## src/hw/exc_seq_pkg.sv

```systemverilog
// Package for the exception sequencer: register map, vectors and types.
// Assumes a single 100 MHz system clock domain and a 32-bit core datapath.
package exc_seq_pkg;

  // ---------------------------------------------------------------
  // Register map (APB byte addresses)
  // ---------------------------------------------------------------
  localparam logic [7:0] EVT_STATUS_OFFSET = 8'h00;
  localparam logic [7:0] EVT_MASK_OFFSET   = 8'h04;
  localparam logic [7:0] LAST_EXC_OFFSET   = 8'h08;
  localparam logic [4:0] EVT_MASK_RESET    = 5'h00;
  localparam int         EVT_WIDTH         = 5;
  // Event bit positions
  localparam int EVT_POR_BIT  = 0;
  localparam int EVT_MRST_BIT = 1;
  localparam int EVT_AERR_BIT = 2;
  localparam int EVT_INT_BIT  = 3;
  localparam int EVT_INSN_BIT = 4;

  // ---------------------------------------------------------------
  // Vector numbers and fixed levels
  // ---------------------------------------------------------------
  localparam logic [7:0] VEC_POR_PC     = 8'h00;
  localparam logic [7:0] VEC_MRST_PC    = 8'h02;
  localparam logic [7:0] VEC_ILLEGAL    = 8'h04;
  localparam logic [7:0] VEC_SLOT_ILL   = 8'h06;
  localparam logic [7:0] VEC_CPU_AERR   = 8'h09;
  localparam logic [7:0] VEC_XFER_AERR  = 8'h0A;
  localparam logic [7:0] VEC_NMI        = 8'h0B;
  localparam logic [7:0] VEC_USER_BREAK = 8'h0C;
  localparam logic [3:0] NMI_LEVEL      = 4'hF;
  localparam logic [3:0] BREAK_LEVEL    = 4'hF;
  localparam logic [3:0] MASK_ON_RESET  = 4'hF;
  localparam logic [31:0] VBR_ON_RESET  = 32'h0000_0000;
  localparam logic [31:0] WORD_BYTES    = 32'h0000_0004;
  localparam int          MASK_LSB      = 4;

  // ---------------------------------------------------------------
  // Types
  // ---------------------------------------------------------------
  typedef enum logic [3:0] {
    OP_OTHER, OP_UNDEFINED, OP_JUMP, OP_JUMP_SUB, OP_BRANCH, OP_BRANCH_SUB,
    OP_RETURN, OP_EXC_RETURN, OP_DBR_FALSE, OP_DBR_TRUE, OP_FAR_BRANCH,
    OP_FAR_BRANCH_SUB, OP_BR_TRUE, OP_BR_FALSE, OP_TRAP
  } op_class_type;

  typedef enum {
    ST_IDLE, ST_RST_PC, ST_RST_SP, ST_WAIT_DONE, ST_PUSH_SR, ST_PUSH_PC, ST_FETCH_VEC
  } seq_state_type;

  typedef struct packed {
    logic        req;
    logic        we;
    logic [31:0] addr;
    logic [31:0] wdata;
  } mem_req_type;

  typedef struct packed {
    logic        pc_load;
    logic        sp_load;
    logic        sr_load;
    logic        vbr_load;
    logic [31:0] pc_value;
    logic [31:0] sp_value;
    logic [31:0] sr_value;
    logic [31:0] vbr_value;
  } core_load_type;

endpackage

```

## src/hw/cpu_exception_sequencer.sv

```systemverilog
// Exception sequencer: arbitration, reset entry and general entry.
// Assumes decoder, interrupt controller and memory port on pclk; reset
// pins arrive asynchronously and are synchronised here.
`timescale 1ns/1ns
module cpu_exception_sequencer
  import exc_seq_pkg::*;
(
  input  wire logic          pclk,
  input  wire logic          presetn,
  // APB slave
  input  wire logic          psel,
  input  wire logic          penable,
  input  wire logic          pwrite,
  input  wire logic [7:0]    paddr,
  input  wire logic [31:0]   pwdata,
  output logic [31:0]        prdata,
  output logic               pready,
  output logic               pslverr,
  output logic               irq,
  // Reset pins (asynchronous)
  input  wire logic          power_on_reset_pin,
  input  wire logic          manual_reset_pin,
  // Decoder and pipeline
  input  wire logic          decode_valid,
  input  wire op_class_type  decode_class,
  input  wire logic [7:0]    trap_vector,
  input  wire logic          insn_complete,
  input  wire logic [31:0]   core_pc,
  input  wire logic [31:0]   core_sp,
  input  wire logic [31:0]   core_sr,
  input  wire logic [31:0]   core_vbr,
  // Address error and interrupt sources
  input  wire logic          cpu_addr_err,
  input  wire logic          xfer_addr_err,
  input  wire logic          nmi_req,
  input  wire logic          break_req,
  input  wire logic          ext_int_req,
  input  wire logic [3:0]    ext_int_level,
  input  wire logic [7:0]    ext_int_vector,
  input  wire logic          periph_int_req,
  input  wire logic [3:0]    periph_int_level,
  input  wire logic [7:0]    periph_int_vector,
  output logic               int_ack,
  // Memory port
  output mem_req_type        mem_out,
  input  wire logic          mem_ack,
  input  wire logic [31:0]   mem_rdata,
  // Core register loads
  output core_load_type      core_load,
  output logic               core_hold
);

  // ---------------------------------------------------------------
  // State
  // ---------------------------------------------------------------
  typedef struct packed {
    logic [1:0]          por_sync;
    logic [1:0]          mrst_sync;
    logic                por_prev;
    logic                mrst_prev;
    seq_state_type       state;
    logic                in_slot;
    logic                cpu_aerr_pend;
    logic                xfer_aerr_pend;
    logic                is_reset;
    logic                is_int;
    logic [7:0]          vec;
    logic [3:0]          level;
    logic [31:0]         pc_cap;
    logic [31:0]         sp_cap;
    logic [31:0]         sr_cap;
    logic [31:0]         vbr_cap;
    logic [31:0]         pc_fetched;
    logic [EVT_WIDTH-1:0] evt_status;
    logic [EVT_WIDTH-1:0] evt_mask;
    logic                irq;
    logic                int_ack;
    logic                hold;
    logic [31:0]         prdata;
    logic                pready;
    logic                pslverr;
    mem_req_type         mem;
    core_load_type       load;
  } seq_regs_type;

  seq_regs_type q;
  seq_regs_type d;

  // ---------------------------------------------------------------
  // Helpers
  // ---------------------------------------------------------------
  function automatic logic is_delayed(input op_class_type c);
    unique case (c)
      OP_JUMP, OP_JUMP_SUB, OP_BRANCH, OP_BRANCH_SUB, OP_RETURN, OP_EXC_RETURN,
      OP_DBR_FALSE, OP_DBR_TRUE, OP_FAR_BRANCH, OP_FAR_BRANCH_SUB: return 1'b1;
      default: return 1'b0;
    endcase
  endfunction

  function automatic logic is_pc_modify(input op_class_type c);
    return is_delayed(c) || c == OP_BR_TRUE || c == OP_BR_FALSE || c == OP_TRAP;
  endfunction

  // Byte offset of a vector entry
  function automatic logic [31:0] vec_offset(input logic [7:0] v);
    return {22'h0, v, 2'b00};
  endfunction

  // Pin edges, read from second synchroniser stage only
  logic por_rise;
  logic mrst_rise;
  assign por_rise  = q.por_sync[1] && !q.por_prev;
  assign mrst_rise = q.mrst_sync[1] && !q.mrst_prev && q.por_sync[1];

  // Interrupt acceptance against the current mask
  logic [3:0] cur_mask;
  logic       ext_ok;
  logic       periph_ok;
  logic       any_async;
  assign cur_mask  = core_sr[MASK_LSB +: 4];
  assign ext_ok    = ext_int_req && (ext_int_level > cur_mask);
  assign periph_ok = periph_int_req && (periph_int_level > cur_mask);
  assign any_async = q.cpu_aerr_pend || xfer_addr_err || cpu_addr_err || q.xfer_aerr_pend
                     || nmi_req || (break_req && BREAK_LEVEL > cur_mask) || ext_ok
                     || periph_ok;

  // APB phase decode
  logic apb_access;
  logic apb_wr;
  logic [EVT_WIDTH-1:0] evt_set; // Events raised this cycle
  assign apb_access = psel && penable && q.pready;
  assign apb_wr     = apb_access && pwrite;

  // ---------------------------------------------------------------
  // Next-state logic
  // ---------------------------------------------------------------
  always_comb begin
    d = q;
    d.load.pc_load  = 1'b0;
    d.load.sp_load  = 1'b0;
    d.load.sr_load  = 1'b0;
    d.load.vbr_load = 1'b0;
    d.int_ack       = 1'b0;
    evt_set         = '0;
    d.por_sync      = {q.por_sync[0], power_on_reset_pin};
    d.mrst_sync     = {q.mrst_sync[0], manual_reset_pin};
    d.por_prev      = q.por_sync[1];
    d.mrst_prev     = q.mrst_sync[1];
    // Address errors are pulses; hold them until taken
    d.cpu_aerr_pend  = q.cpu_aerr_pend || cpu_addr_err;
    d.xfer_aerr_pend = q.xfer_aerr_pend || xfer_addr_err;

    // Sequencer
    unique case (q.state)
      ST_IDLE: begin
        if (decode_valid) begin
          d.in_slot = is_delayed(decode_class);
          if (any_async) begin
            // Highest pending source wins; taken once current insn ends
            d.in_slot  = 1'b0;
            d.is_int   = 1'b0;
            d.level    = cur_mask;
            d.state    = ST_WAIT_DONE;
            if (q.cpu_aerr_pend || cpu_addr_err) begin
              d.vec           = VEC_CPU_AERR;
              d.cpu_aerr_pend = 1'b0;
            end else if (q.xfer_aerr_pend || xfer_addr_err) begin
              d.vec            = VEC_XFER_AERR;
              d.xfer_aerr_pend = 1'b0;
            end else if (nmi_req) begin
              d.vec    = VEC_NMI;
              d.is_int = 1'b1;
              d.level  = NMI_LEVEL;
            end else if (break_req && BREAK_LEVEL > cur_mask) begin
              d.vec    = VEC_USER_BREAK;
              d.is_int = 1'b1;
              d.level  = BREAK_LEVEL;
            end else if (ext_ok) begin
              d.vec    = ext_int_vector;
              d.is_int = 1'b1;
              d.level  = ext_int_level;
            end else begin
              d.vec    = periph_int_vector;
              d.is_int = 1'b1;
              d.level  = periph_int_level;
            end
            d.int_ack = d.is_int;
          end else if (q.in_slot && (decode_class == OP_UNDEFINED
                                     || is_pc_modify(decode_class))) begin
            d.vec   = VEC_SLOT_ILL;
            d.is_int = 1'b0;
            d.in_slot = 1'b0;
            d.state = ST_WAIT_DONE;
          end else if (decode_class == OP_UNDEFINED) begin
            d.vec   = VEC_ILLEGAL;
            d.is_int = 1'b0;
            d.state = ST_WAIT_DONE;
          end else if (decode_class == OP_TRAP) begin
            d.vec   = trap_vector;
            d.is_int = 1'b0;
            d.state = ST_WAIT_DONE;
          end
        end
      end
      ST_WAIT_DONE: begin
        // Snapshot the core once the instruction in flight has retired
        if (insn_complete) begin
          d.pc_cap  = core_pc;
          d.sp_cap  = core_sp - WORD_BYTES;
          d.sr_cap  = core_sr;
          d.vbr_cap = core_vbr;
          d.state   = ST_PUSH_SR;
          d.mem     = '{req: 1'b1, we: 1'b1, addr: core_sp - WORD_BYTES, wdata: core_sr};
        end
      end
      ST_PUSH_SR: begin
        if (mem_ack) begin
          d.sp_cap = q.sp_cap - WORD_BYTES;
          d.state  = ST_PUSH_PC;
          d.mem    = '{req: 1'b1, we: 1'b1, addr: q.sp_cap - WORD_BYTES, wdata: q.pc_cap};
        end
      end
      ST_PUSH_PC: begin
        if (mem_ack) begin
          d.state = ST_FETCH_VEC;
          d.mem   = '{req: 1'b1, we: 1'b0, addr: q.vbr_cap + vec_offset(q.vec), wdata: 32'h0};
        end
      end
      ST_FETCH_VEC: begin
        if (mem_ack) begin
          d.mem            = '0;
          d.state          = ST_IDLE;
          d.load.pc_load   = 1'b1;
          d.load.pc_value  = mem_rdata;
          d.load.sp_load   = 1'b1;
          d.load.sp_value  = q.sp_cap;
          d.load.sr_load   = 1'b1;
          d.load.sr_value  = q.sr_cap;
          if (q.is_int) begin
            d.load.sr_value[MASK_LSB +: 4] = q.level;
          end
          evt_set[q.is_int ? EVT_INT_BIT
                       : (q.vec == VEC_CPU_AERR || q.vec == VEC_XFER_AERR) ? EVT_AERR_BIT
                       : EVT_INSN_BIT] = 1'b1;
        end
      end
      ST_RST_PC: begin
        if (mem_ack) begin
          d.pc_fetched = mem_rdata;
          d.state      = ST_RST_SP;
          d.mem.addr   = vec_offset(q.vec + 8'h01);
        end
      end
      ST_RST_SP: begin
        if (mem_ack) begin
          d.mem            = '0;
          d.state          = ST_IDLE;
          d.load.pc_load   = 1'b1;
          d.load.pc_value  = q.pc_fetched;
          d.load.sp_load   = 1'b1;
          d.load.sp_value  = mem_rdata;
          d.load.vbr_load  = 1'b1;
          d.load.vbr_value = VBR_ON_RESET;
          d.load.sr_load   = 1'b1;
          d.load.sr_value  = core_sr;
          d.load.sr_value[MASK_LSB +: 4] = MASK_ON_RESET;
        end
      end
    endcase

    // Resets override any sequence in flight
    if (!q.por_sync[1]) begin
      d.state   = ST_IDLE;
      d.mem     = '0;
      d.in_slot = 1'b0;
    end else if (por_rise || mrst_rise) begin
      d.is_reset = 1'b1;
      d.is_int   = 1'b0;
      d.in_slot  = 1'b0;
      d.cpu_aerr_pend  = 1'b0;
      d.xfer_aerr_pend = 1'b0;
      d.vec      = por_rise ? VEC_POR_PC : VEC_MRST_PC;
      d.state    = ST_RST_PC;
      d.mem      = '{req: 1'b1, we: 1'b0, addr: vec_offset(d.vec), wdata: 32'h0};
      evt_set[por_rise ? EVT_POR_BIT : EVT_MRST_BIT] = 1'b1;
    end else if (q.state == ST_WAIT_DONE && insn_complete) begin
      d.is_reset = 1'b0;
    end

    // APB: read data and error registered in setup so they stand with pready;
    // writes land in the access cycle, and a hardware set wins over a clear
    d.pready     = psel && !penable;
    d.pslverr    = 1'b0;
    d.prdata     = 32'h0;
    d.evt_status = q.evt_status | evt_set;
    unique case (paddr)
      EVT_STATUS_OFFSET: begin
        if (d.pready) d.prdata[EVT_WIDTH-1:0] = q.evt_status;
        if (apb_wr) d.evt_status = (q.evt_status & ~pwdata[EVT_WIDTH-1:0]) | evt_set;
      end
      EVT_MASK_OFFSET: begin
        if (d.pready) d.prdata[EVT_WIDTH-1:0] = q.evt_mask;
        if (apb_wr) d.evt_mask = pwdata[EVT_WIDTH-1:0];
      end
      LAST_EXC_OFFSET: if (d.pready) d.prdata = {19'h0, q.is_int, q.level, q.vec};
      default: d.pslverr = d.pready;
    endcase

    // Level interrupt from masked sticky events
    d.irq  = |(d.evt_status & d.evt_mask);
    d.hold = (d.state != ST_IDLE) || !q.por_sync[1];
  end

  // ---------------------------------------------------------------
  // State register
  // ---------------------------------------------------------------
  always_ff @(posedge pclk or negedge presetn) begin
    if (!presetn) begin
      q          <= '0;
      q.state    <= ST_IDLE;
      q.evt_mask <= EVT_MASK_RESET;
      q.hold     <= 1'b1;
    end else begin
      q <= d;
    end
  end

  // Outputs straight from the state register
  assign prdata    = q.prdata;
  assign pready    = q.pready;
  assign pslverr   = q.pslverr;
  assign irq       = q.irq;
  assign int_ack   = q.int_ack;
  assign mem_out   = q.mem;
  assign core_load = q.load;
  assign core_hold = q.hold;
endmodule // cpu_exception_sequencer

```

## config.mk

```make
export PLATFORM = sky130hd
export DESIGN_NAME = cpu_exception_sequencer
export DESIGN_NICKNAME = d
export VERILOG_FILES = /design/src/hw/exc_seq_pkg.sv /design/src/hw/cpu_exception_sequencer.sv
export SDC_FILE = /design/constraint.sdc
export NUM_CORES = 1
export LEC_CHECK = 0
export BUFFER_PORTS_ARGS = -buffer_cell sky130_fd_sc_hd__buf_2
export CAP_MARGIN = 20
export CORE_MARGIN = 2
export CORE_UTILIZATION = 35
export DETAILED_ROUTE_END_ITERATION = 10
export SLEW_MARGIN = 20
export SYNTH_ARGS = -nofsm -noshare
export SYNTH_HDL_FRONTEND = slang
export SYNTH_SLANG_ARGS = --single-unit
export TNS_END_PERCENT = 5
```

## constraint.sdc

```tcl
create_clock -name pclk -period 6.9 [get_ports pclk]
set_clock_uncertainty 0.2 [all_clocks]
set_input_delay 0.345 -clock pclk [delete_from_list [all_inputs] [get_ports pclk]]
set_output_delay 0.345 -clock pclk [all_outputs]
set_load 0.01 [all_outputs]
```

### After elaboration in Yosys (flattened, before gate mapping)

Memories as Yosys holds them, arrays and structs flattened.
Cells that the tools add are included.

| operators by class | value |
|---|---|
| bitwise operators | 6 |
| equal/unequal tests | 29 |
| add/sub/neg operators | 4 |
| reductions and logical operators | 52 |
| $lt $le $gt $ge | 7 |
| multiplexer cells | 84 |

Operator list:

| cell | count |
|---|---|
| case mux 32 bit (6 select lines) | 2 |
| two-way mux 66 bit | 5 |
| two-way mux 32 bit | 10 |
| two-way mux 198 bit | 1 |
| two-way mux 96 bit | 2 |
| case mux 96 bit (2 select lines) | 1 |
| case mux 32 bit (5 select lines) | 1 |
| equality test 32 x 3 -> 1 bit, second input constant | 4 |
| two-way mux 35 bit | 2 |
| two-way mux 69 bit | 1 |
| two-way mux 33 bit | 2 |
| two-way mux 13 bit | 5 |
| equality test 32 x 2 -> 1 bit, second input constant | 2 |
| case mux 32 bit (2 select lines) | 1 |
| subtractor 32 x 3 -> 32 bit, second input constant | 2 |
| two-way mux 5 bit | 10 |
| two-way mux 9 bit | 5 |
| adder 32 x 10 -> 32 bit | 1 |
| equality test 32 x 1 -> 1 bit, second input constant | 1 |
| logical NOT 32 bit | 1 |
| nonzero test 32 bit | 1 |
| two-way mux 27 bit | 1 |
| equality test 8 x 4 -> 1 bit, second input constant | 3 |
| two-way mux 12 bit | 2 |
| other kinds (40) | 116 |

| storage, ports and cells | value |
|---|---|
| output and inout bits | 235 |
| bits of input ports | 252 |
| memories | 2 |
| memory bits (read-only) | 32 |
| register bits after elaboration | 428 |
| word-level logic and storage cells | 220 |

Memory list:

| memory | depth | bits a word | rd ports | clocked after Yosys merged registers in | write ports | RTL line | source |
|---|---|---|---|---|---|---|---|
| (name not given) | 16 | 1 | 1 | 0 | 0 | cpu_exception_sequencer.sv:93 | `unique case (c)` |
| (name not given) | 16 | 1 | 1 | 0 | 0 | cpu_exception_sequencer.sv:93 |  |

### Logic depth before layout (Yosys ltp)

| logic depth | value |
|---|---|
| depth in word-level cells | 23 |
| mapped depth | 10 |
| depth with buffers taken out | 8 |

### Least setup slack after synthesis

Ideal clock, no wire load.

| path | value |
|---|---|
| path type | reg-to-reg |
| start point | reg q[409] (netlist name) |
| end point | reg q (netlist bit mem_out[58]) |
| data arrival time | 2.325 ns |
| path buffers | 1 |
| clock period less this slack | 2.643 ns |
| setup time | 0.118 ns |
| slack | 4.257 ns |
| stages on the path, launching flop included | 10 |
| data required time | 6.582 ns |
| cell sequence | dfrtp_1 > ha_1 > fa_1 > a211oi_1 > o21ai_0 > clkbuf_1 > nand4_1 > xnor2_1 > a32o_1 > a21o_1 |

| on the way | value |
|---|---|
| longest elaborated chain between the ends | 5 |

RTL lines:

| element | RTL line | source |
|---|---|---|
| start: declaration | cpu_exception_sequencer.sv:86 | `seq_regs_type q;` |
| adder 32 x 10 -> 32 bit | cpu_exception_sequencer.sv:226 | `d.mem = '{req: 1'b1, we: 1'b0, addr: q.vbr_cap + vec_offset(q.vec), wdata: 32'h0};` |
| two-way mux 66 bit | cpu_exception_sequencer.sv:224 | `if (mem_ack) begin` |
| case mux 32 bit (6 select lines) | cpu_exception_sequencer.sv:154 | `unique case (q.state)` |
| two-way mux 66 bit | cpu_exception_sequencer.sv:276 | `end else if (por_rise \|\| mrst_rise) begin` |
| two-way mux 66 bit | cpu_exception_sequencer.sv:272 | `if (!q.por_sync[1]) begin` |

Every way passes these cells. The select of a mux whose other input is x is not followed.
A chain may end at the register's enable or synchronous reset.

### Final worst setup path

| path | value |
|---|---|
| start point | reg q[433] (netlist name) |
| end point | reg q (netlist bit core_load[127]) |

| on the way | value |
|---|---|
| longest elaborated chain between the ends | 3 |
| elaborated cells between the ends (all ways) | 7 |
| those cells by class | eq/ne: 4; mux: 1; reduce/logical: 2 |

RTL lines:

| element | RTL line |
|---|---|
| equality test 32 x 3 -> 1 bit or equality test 32 x 2 -> 1 bit (tied branches) | cpu_exception_sequencer.sv:154 |
| != test 2 bit (no source line) or nonzero test 2 bit (tied branches) | n/a |
| AND reduction 3 bit (no source line) | n/a |

Several ways; a longest one is shown, not always the timed one.

==> metrics.txt <==
vias in the first global route=18.0k; Final nets=2832; TritonCTS clock tree=yes; Post-Synthesis Cells=2212; number of flops mapped to enable cells by yosys=0; worst min path class=input pin to flop; Slew headroom=0.243; sequential cell fraction of total power=0.431; outcome=completed; worst endpoint required time=7.11 ns; fmax=232 MHz; Comb pwr share=0.213; Post-synth top flop=dfrtp_1; critical path class=flop to flop; Tcrit/Tclk final=0.625; first-pass GRT wire length=106000 um; Max-Cap Viols=0; H-tree level count=2; final wirelength=69300 um; routed vias/inst=5.26; most frequent cells in the layout=407 x buf_2, 405 x dfrtp_1, 214 x nand2_1; DRC Markers=0; setup violators final=0; DR WL/cell=20.1 um; Pwr Total=7.30 mW; Yosys reg bits=406; PortBufs=408; critical-path maximum fanout=54; unrepaired setup endpoints after global routing=no; CP Launch Type=flop; area leader, netlist=dfrtp_1; ANT nets after route=0; Worst setup EP type=flop; die area=65300 sq um; initial core utilization=0.353; Clock Power Share=0.356; Mapped Area=22100 sq um; clock latency on the worst-skew pair=0.58 ns; TritonCTS Buffers=47; Synth area leaders=dfrtp_1 46%, buf_4 8.1%, mux2_2 6.6%; Worst-Margin Slew=1.13 ns; pre-CTS setup slack=2.62 ns; Setup TNS=0 ns; DP Wirelength=49400 um; number of library cell types mapped by synthesis=92; Die Wd=255 um; Pwr Density=273 nW/um^2; total global-route track usage=0.207; Synth-to-Final Area Change=20.7%; VDD IR-drop max=153 uV; largest net degree at the start of global routing=142; core region area=62700 sq um; Vias=18.1k; clock sinks=406; CP Data Arrival Time=4.53 ns; part of the Yosys area used for sequential elements=0.459; switching pwr=2.25 mW; Slew Viols, Final=0; post-CTS setup buffers=0; share of the synthesized area in the top cell type=0.458; row count=92; setup slack after layout=2.58 ns; CTS Root Cell=clkbuf_16; commonest non-fill, non-tap cell in the layout=buf_2; mean post-synth cell area=10.0 sq um; layout cells sized above 1=0.264; Ys Warns=0; LEAKAGE=12.1 nW; Async SR Flop Fraction=1.00; initial antenna violation count=10; Clock transition at path regs=0.06 ns; P_int=5.06 mW; endpoints failing hold=0; Final min period=4.32 ns; chip height=255 um; final core occ=0.426; drt first pass iters=6; Ports=487; Starting DRT DRC Count=1406; GP Congestion=0.911; sw frac=0.307; total grt overflow=0; clk buf depth=3
## sequential cells by signal, summed over array words and instances (netlist names)
name and count:
q 220, irq 1, pready 1, pslverr 1, core_hold 1, prdata 13, core_load 98, d 4
int_ack 1, mem_out 66
## critical path: stages, from the launching register on
cell and delay (ns):
dfrtp_1 0.38, nor4_1 0.41, nand4_1 0.75, nor4_4 0.62, buf_4 0.49, buf_4 0.82
mux2i_1 0.27, o21ai_0 0.10
## cells in the mapped netlist (38+ instances only)
library cell    n
o21ai_0       145
xnor2_1        41
clkbuf_1       73
inv_1          38
nor4_1         40
mux2i_1       103
nor2_1         95
mux2_2        129
nand2_1       215
o21ai_1        73
and2_1         48
buf_4         238
a21oi_1        75
nand3_1        40
dfrtp_1       405
## cell type report
| cell class | instances | area (sq um) |
|---|---|---|
| antenna | 3 | 7.51 |
| clock inverter | 16 | 203 |
| tap | 846 | 1060 |
| fill | 6018 | 36000 |
| multi-input combinational | 1468 | 9810 |
| sequential | 406 | 10200 |
| timing repair buffer | 597 | 3910 |
| inverter | 38 | 143 |
| clock buffer | 70 | 1420 |
## logic make-up after synthesis
| group | Yosys count | synth area share |
|---|---|---|
| DFF | 406 | 0.459 |
| and+or+nand+nor | 584 | 0.132 |
| other | 1 | 0.000169 |
| xor gates and xnor gates | 67 | 0.0265 |
| adders and majority gates | 22 | 0.0128 |
| buffers and inverters | 388 | 0.109 |
| AOI/OAI and AO/OA | 512 | 0.148 |
| muxes | 232 | 0.112 |
## metrics by stage
| stage | hold slack [ns] | std cells | area, sq um |
|---|---|---|---|
| 6_report | 0.0468 | 3444 | 26700 |
| 5_1_grt | 0.0302 | 3443 | 26700 |
| 4_1_cts | 0.00467 | 3441 | 26700 |
| 3_5_place_dp | 0.150 | 3188 | 23400 |
| 3_3_place_gp | 0.140 | 3188 | 23400 |
| 2_1_floorplan | -0.151 | 2262 | 22300 |
## power groups by stage
stage | combinational, mW | clock, mW | sequential, mW
after CTS | 1.56 | 2.68 | 3.15
after global routing | 1.71 | 2.77 | 3.21
after global placement | 1.44 | 0 | 3.17
after detailed placement | 1.48 | 0 | 3.19
final | 1.56 | 2.60 | 3.15
after floorplan | 1.18 | 0 | 3.05
## path summary, 6_finish.rpt
| check | cells after the start | startpoint | slack (ns) | endpoint |
|---|---|---|---|---|
| max in group asynchronous | 3 | presetn | 4.90 | q[249] |
| worst min register to register | 0 | d[457] | 0.17 | d[454] |
| worst min-delay path | 3 | core_sp[27] | 0.05 | mem_out[59] |
| worst max-delay path | 7 | q[433] | 2.58 | core_load[127] |
| worst max register to register | 7 | q[433] | 2.58 | core_load[127] |
| min in group asynchronous | 2 | presetn | 0.14 | core_load[62] |
## repair_timing
action / CTS / global route
gates resized for setup: 0 / 0
hold buffers: 167 / 0
hold endpoints to repair: 368 / 0
setup endpoints to repair: 0 / 0
## metal layers
metal  vias to the layer above  share of wire  GRT usage
met4                         8          0.043     0.0919
met3                       173          0.057     0.0342
met5                         -        0.00081          0
met1                      8943           0.43      0.272
met2                       677           0.47      0.335
li1                       8319              -          -
Note: power is estimated with default switching activity, not from simulation.
